`config.mk`:
```
export PLATFORM = sky130hd
export DESIGN_NAME = prf_filter
export DESIGN_NICKNAME = d
export VERILOG_FILES = /design/src/prf_pkg.sv /design/src/prf_filter.sv
export VERILOG_INCLUDE_DIRS = /design/src
export SDC_FILE = /design/constraint.sdc
export NUM_CORES = 1
export LEC_CHECK = 0
export BUFFER_PORTS_ARGS = -buffer_cell sky130_fd_sc_hd__buf_2
export CORE_ASPECT_RATIO = 2
export CORE_UTILIZATION = 56
export CTS_CLUSTER_DIAMETER = 200
export DETAILED_ROUTE_END_ITERATION = 12
export HOLD_SLACK_MARGIN = 0.15
export PLACE_DENSITY = 0.82
export SYNTH_ARGS = -nofsm -noshare
export SYNTH_HDL_FRONTEND = slang
export SYNTH_SLANG_ARGS = --single-unit
```
`constraint.sdc`:
```
create_clock -name core_clk_in -period 8.2 [get_ports core_clk_in]
set_input_delay 1.23 -clock core_clk_in [delete_from_list [all_inputs] [get_ports core_clk_in]]
set_output_delay 1.23 -clock core_clk_in [all_outputs]
set_load 0.01 [all_outputs]
```
`src/prf_defs.svh`:
```
// Overview of operation
// Keep one enable bit per upper node.
// Async filter first, then this filter.
// Clear node bit routes to async context.
// Compare node bits only for local bus.
// Remote packets unacknowledged unless bit 31 set.
// Bit 31 accepts all remote requests.
// Bit 31 survives host bus reset.
// Bit n enables node n plus 32.
// Set address sets, clear address clears.
// Readable, settable, clearable; resets to zero.
// First stage needs async filter bit set.
// Zero writes change nothing; both read contents.
`ifndef PRF_DEFS_SVH
`define PRF_DEFS_SVH
`define PRF_ADDR_W 12
`define PRF_OFS_ASYNC_LO_SET 12'h108
`define PRF_OFS_ASYNC_LO_CLR 12'h10C
`define PRF_OFS_ASYNC_HI_SET 12'h100
`define PRF_OFS_ASYNC_HI_CLR 12'h104
`define PRF_OFS_PHYS_HI_SET 12'h110
`define PRF_OFS_PHYS_HI_CLR 12'h114
`define PRF_OFS_PHYS_LO_SET 12'h118
`define PRF_OFS_PHYS_LO_CLR 12'h11C
`define PRF_RESET_VAL 32'h0000_0000
`define PRF_ALL_BUS_BIT 31
`define PRF_NODE_BASE 6'h20
`define PRF_LOCAL_BUS 10'h3FF
`endif

```
`src/prf_pkg.sv`:
```
`default_nettype none
package prf_pkg;
  typedef enum logic [1:0] {
    PRF_DEST_NONE = 2'b00,
    PRF_DEST_PHYS = 2'b01,
    PRF_DEST_ASYNC = 2'b10,
    PRF_DEST_DROP = 2'b11
  } prf_dest_e;
  typedef struct packed {
    logic valid;
    logic to_phys;
    logic [9:0] bus_id;
    logic [5:0] node_id;
  } prf_req_s;
  typedef struct packed {
    logic valid;
    prf_dest_e dest;
  } prf_result_s;
endpackage : prf_pkg
`default_nettype wire

```
`src/prf_filter.sv`:
```
// Implementation choice: the address-and-strobe port.
`include "prf_defs.svh"
`default_nettype none
module prf_filter (
  // Clock and reset
  input wire logic core_clk_in,
  input wire logic rst_in,
  input wire logic host_bus_reset_pin_in,
  // Register port
  input wire logic [`PRF_ADDR_W-1:0] reg_addr_in,
  input wire logic [31:0] reg_wdata_in,
  input wire logic reg_wr_in,
  input wire logic reg_rd_in,
  output logic [31:0] reg_rdata_out,
  // Incoming request and decision
  input wire prf_pkg::prf_req_s req_in,
  output prf_pkg::prf_result_s result_out,
  output logic accept_remote_bus_requests_out
);
  import prf_pkg::*;

  logic [31:0] async_lo;
  logic [31:0] async_hi;
  logic [31:0] phys_lo;
  logic [30:0] per_node_physical_enable;
  logic accept_remote_bus_requests;
  logic rst_sync1;
  logic rst_sync2;
  logic [31:0] next_phys_hi;

  // Bit clear/set; zero bits leave a filter bit alone.
  function automatic logic [31:0] apply_sc(input logic [31:0] cur, input logic [`PRF_ADDR_W-1:0] a,
                                           input logic [`PRF_ADDR_W-1:0] set_a);
    logic [31:0] v;
    v = cur;
    if (a == set_a) begin
      v = cur | reg_wdata_in;
    end else if (a == set_a + `PRF_ADDR_W'(4)) begin
      v = cur & ~reg_wdata_in;
    end
    return v;
  endfunction : apply_sc

  function automatic logic is_pair(input logic [`PRF_ADDR_W-1:0] a,
                                   input logic [`PRF_ADDR_W-1:0] set_a);
    return (a == set_a) || (a == set_a + `PRF_ADDR_W'(4));
  endfunction : is_pair

  // Both halves of the high register see one set/clear result, so they cannot disagree.
  assign next_phys_hi = apply_sc({accept_remote_bus_requests, per_node_physical_enable},
                                 reg_addr_in, `PRF_OFS_PHYS_HI_SET);

  // The host reset pin comes from outside, so it is synchronised first.
  always_ff @(posedge core_clk_in or posedge rst_in) begin
    if (rst_in) begin
      rst_sync1 <= 1'b0;
      rst_sync2 <= 1'b0;
    end else begin
      rst_sync1 <= host_bus_reset_pin_in;
      rst_sync2 <= rst_sync1;
    end
  end

  always_ff @(posedge core_clk_in or posedge rst_in) begin
    if (rst_in) begin
      async_lo <= `PRF_RESET_VAL;
      async_hi <= `PRF_RESET_VAL;
      phys_lo <= `PRF_RESET_VAL;
      per_node_physical_enable <= 31'h0000_0000;
    end else if (rst_sync2) begin
      async_lo <= `PRF_RESET_VAL;
      async_hi <= `PRF_RESET_VAL;
      phys_lo <= `PRF_RESET_VAL;
      per_node_physical_enable <= 31'h0000_0000;
    end else if (reg_wr_in) begin
      async_lo <= apply_sc(async_lo, reg_addr_in, `PRF_OFS_ASYNC_LO_SET);
      async_hi <= apply_sc(async_hi, reg_addr_in, `PRF_OFS_ASYNC_HI_SET);
      phys_lo <= apply_sc(phys_lo, reg_addr_in, `PRF_OFS_PHYS_LO_SET);
      per_node_physical_enable <= next_phys_hi[30:0];
    end
  end

  // The all-buses bit ignores the host bus reset; only the core reset or a write to its clear address clears it.
  always_ff @(posedge core_clk_in or posedge rst_in) begin
    if (rst_in) begin
      accept_remote_bus_requests <= 1'b0;
    end else if (reg_wr_in) begin
      accept_remote_bus_requests <= next_phys_hi[`PRF_ALL_BUS_BIT];
    end
  end

  always_ff @(posedge core_clk_in or posedge rst_in) begin
    if (rst_in) begin
      accept_remote_bus_requests_out <= 1'b0;
    end else begin
      accept_remote_bus_requests_out <= accept_remote_bus_requests;
    end
  end

  // Read data stands only in the cycle after the strobe; unmapped reads give zero.
  always_ff @(posedge core_clk_in or posedge rst_in) begin
    if (rst_in) begin
      reg_rdata_out <= 32'h0000_0000;
    end else if (!reg_rd_in) begin
      reg_rdata_out <= 32'h0000_0000;
    end else if (is_pair(reg_addr_in, `PRF_OFS_PHYS_HI_SET)) begin
      reg_rdata_out <= {accept_remote_bus_requests, per_node_physical_enable};
    end else if (is_pair(reg_addr_in, `PRF_OFS_PHYS_LO_SET)) begin
      reg_rdata_out <= phys_lo;
    end else if (is_pair(reg_addr_in, `PRF_OFS_ASYNC_HI_SET)) begin
      reg_rdata_out <= async_hi;
    end else if (is_pair(reg_addr_in, `PRF_OFS_ASYNC_LO_SET)) begin
      reg_rdata_out <= async_lo;
    end else begin
      reg_rdata_out <= 32'h0000_0000;
    end
  end

  // Two-stage decision; node 63 is broadcast and has no enable bit.
  prf_dest_e next_dest;
  logic local_bus;
  logic async_ok;
  logic phys_ok;
  always_comb begin
    local_bus = (req_in.bus_id == `PRF_LOCAL_BUS) || (req_in.bus_id == 10'h000);
    async_ok = 1'b0;
    phys_ok = 1'b0;
    if (req_in.node_id < `PRF_NODE_BASE) begin
      async_ok = async_lo[req_in.node_id[4:0]];
      phys_ok = phys_lo[req_in.node_id[4:0]];
    end else if (req_in.node_id != 6'h3F) begin
      async_ok = async_hi[req_in.node_id[4:0]];
      phys_ok = per_node_physical_enable[req_in.node_id[4:0]];
    end
    if (!local_bus) begin
      next_dest = accept_remote_bus_requests ? (req_in.to_phys ? PRF_DEST_PHYS : PRF_DEST_ASYNC)
                                             : PRF_DEST_DROP;
    end else if (!async_ok) begin
      next_dest = PRF_DEST_DROP;
    end else if (!req_in.to_phys) begin
      next_dest = PRF_DEST_ASYNC;
    end else begin
      next_dest = phys_ok ? PRF_DEST_PHYS : PRF_DEST_ASYNC;
    end
  end

  always_ff @(posedge core_clk_in or posedge rst_in) begin
    if (rst_in) begin
      result_out <= '0;
    end else begin
      result_out.valid <= req_in.valid;
      result_out.dest <= req_in.valid ? next_dest : PRF_DEST_NONE;
    end
  end
endmodule : prf_filter
`default_nettype wire

```
==> impl_metrics.toml <==
[sta]
finalMaxSlewViolations = 0
final.period_utilization = 0.453
hold_viol_final = 0
finClkSkew_ns = 0.00979
timing.fmax_mhz = 269
worst_pin_slew_ns = 1.21
tns_ns = 0
max_slew_margin = 0.196
finalCriticalPeriod_ns = 3.71
rsz0062_at_grt = "no"
setup_viol = 0

[global_routing]
antenna_found_initial = 0
grt_pass1_vias = 6996
grt_pass1_wl_mm = 37.7
grt_max_degree = 98
gr-total-overflow = 0
grt_usage = 0.304

[layout]
layout-drive-gt1-share = 0.218
instances_no_fill = 1063
nNetsFinal = 919
n_antenna_cell = 0
syn2layout_area_growth_pct = 11.1

[power_and_ir_drop]
ir_drop_uv = 158
p_per_area_nw_per_um2 = 181
total_power_mw = 1.76
leakage_nw = 4.21

[clocking]
cts_setup_buffers = 0
cts_max_level = 4
numCtsBuffers = 17
clkLatencyLatePin_ns = 0.44
cts_tree = "done"
root_buffer = "clkbuf_16"
postCtsResizedCells = 0
cts_sinks = 166
cts_buffer_depth = 2
cts_hold_buf = 0
cts.clk_slew.worst_paths_ns = 0.06

[detailed_routing]
firstDrtPassIters = 6
drt-total-wl_mm = 24.3
ant_nets = 0
drc = 0
drtIter0Drc = 828
wl_per_cell_um = 22.9
via_per_inst = 6.93
vias = 7362

[worst_setup_path]
timing.rr.start = "rst_sync2$_DFF_PP0_"
crit_type = "in -> reg"
r2r_cells = 6
crit_required_ns = 8.51
worst_path_max_delay_cell = "and2_2"
r2r-end = "async_lo[13]$_DFFE_PP0P_"
path_cells = "buf_2 -> nor4_1 -> nand4b_1 -> nor3_4 -> buf_4 -> and2_2 -> a21oi_1 -> a311oi_1"
end_kind = "flop"
start_kind = "primary input"
cp.arrival_ns = 4.03
cpPeakStageDelay_ns = 1.03
cp_max_fo = 64
reg2reg_slack_ns = 5.97

[logic_synthesis]
synth_warnings = 0
netlist_instances = 828
yosysMostFrequentCell = "dfrtp_1"
yosys_register_bits = 166
async_flop_share = 1.00
synth.cell_area_um2 = 8790
yosys.area.top_type = "dfrtp_1"
yosysSeqAreaShare = 0.473
synth_area_leaders = "dfrtp_1, a311oi_1, mux2i_1, a21oi_1, mux4_2"
syn_area_per_cell_um2 = 10.6
synth_edf_count = 0
ys.flop_type = "dfrtp_1"
post-synth-top-area-fraction = 0.473
synth.distinct_cells = 45
synth_commonest_cells = "dfrtp_1, a21oi_1, a311oi_1"
synthesis.nets = 895

[placed_design]
portBuffers = 102
place_congestion = 0.841
placed_cells = 1031
dp_hpwl_mm = 14.9

[floorplan]
dieWidth_um = 90.6
num_rows = 64
die_h_um = 179
core_um2 = 15300
pin_count = 103
die_area_um2 = 16200
start_util = 0.575

[worst_hold_path]
worstHoldEndpoint = "rst_sync2$_DFF_PP0_"
hold_path_class = "reg -> reg"
hold_depth = 0
holdCritStartpoint = "rst_sync1$_DFF_PP0_"

[outcome]
outcome = "completed"

[flow_run]
maxCapViolations = 0
placed cells by master, fill, tap and decap left out, types with 3 or more instances in the layout:
cell,n
clkinv_4,3
nand2b_1,4
a311oi_1,95
nand3_1,3
o22ai_1,10
inv_1,5
mux4_2,16
nor2_1,5
buf_2,102
a21oi_1,99
buf_4,14
dfrtp_1,165
o21ai_0,42
nor3_1,3
and2_1,33
o21ai_1,30
nand2_1,44
a22oi_1,32
a31oi_1,3
mux2i_1,78
nor4_1,3
clkbuf_16,17
mux4_1,3
inv_6,6
mux2_2,14
cells by family after synthesis:
family | Yosys count | share of synthesized area
mux | 111 | 0.157
simple gates | 109 | 0.0646
compound gates | 325 | 0.243
flops | 166 | 0.473
buf+inv | 117 | 0.0629
flip-flops by register name, summed over array words and instances (netlist names), named ones only:
signal and count:
accept_remote_bus_requests_out 1, rst_sync1 1, result_out 3, async_hi 32, async_lo 32, reg_rdata_out 32, per_node_physical_enable 31, phys_lo 32
rst_sync2 1
metal layers:
| layer | up-vias | global-route usage | part of all wire |
|---|---|---|---|
| met5 | - | 0 | 0 |
| met2 | 391 | 0.517 | 0.53 |
| met4 | 0 | 0.196 | 0.052 |
| li1 | 3229 | - | - |
| met1 | 3642 | 0.354 | 0.36 |
| met3 | 100 | 0.0513 | 0.059 |
critical path, delay by kind of cell:
family	cells	cell delay [ns]
buf+inv	2	0.50
compound gates	2	0.56
simple gates	4	1.73
cell type report:
cell class / instances / area (um^2)
Clock inverter: 14 / 166
Multi-Input combinational cell: 545 / 4110
Inverter: 6 / 27.5
Tap cell: 198 / 248
Fill cell: 1209 / 5530
Sequential cell: 166 / 4160
Clock buffer: 18 / 439
Timing Repair Buffer: 116 / 616
metrics by stage:
step | instance area, um^2 | setup slack (ns) | utilization | hold slack (ns)
floorplan | 8790 | 2.48 | - | 0.331
global placement | 9160 | 4.32 | 0.599 | 0.338
detailed placement | 9160 | 4.20 | 0.599 | 0.335
CTS | 9760 | 4.55 | 0.638 | 0.352
global route | 9760 | 4.29 | 0.638 | 0.358
finish | 9760 | 4.49 | 0.638 | 0.350
how the worst max path moves through the flow:
stage,startpoint,to,slack (ns),depth (start not counted)
after floorplan,rst_in,async pin,2.48,1
after global placement,reg_addr_in[6],async_hi[14]$_DFFE_PP0P_,4.32,8
after detailed placement,reg_addr_in[6],async_hi[8]$_DFFE_PP0P_,4.20,8
after CTS,reg_addr_in[6],async_hi[5]$_DFFE_PP0P_,4.55,8
after global routing,reg_addr_in[6],async_hi[5]$_DFFE_PP0P_,4.29,8
final,reg_addr_in[6],async_hi[28]$_DFFE_PP0P_,4.49,8
report_power, final:
group / leakage, nW / switching (mW) / total, mW / internal, mW
registers: 2.31 / 0.00457 / 0.825 / 0.820
logic: 1.61 / 0.0855 / 0.120 / 0.0340
clock network: 0.291 / 0.354 / 0.819 / 0.464
total: 4.21 / 0.444 / 1.76 / 1.32
No activity file was read; power rests on OpenSTA's default activity.
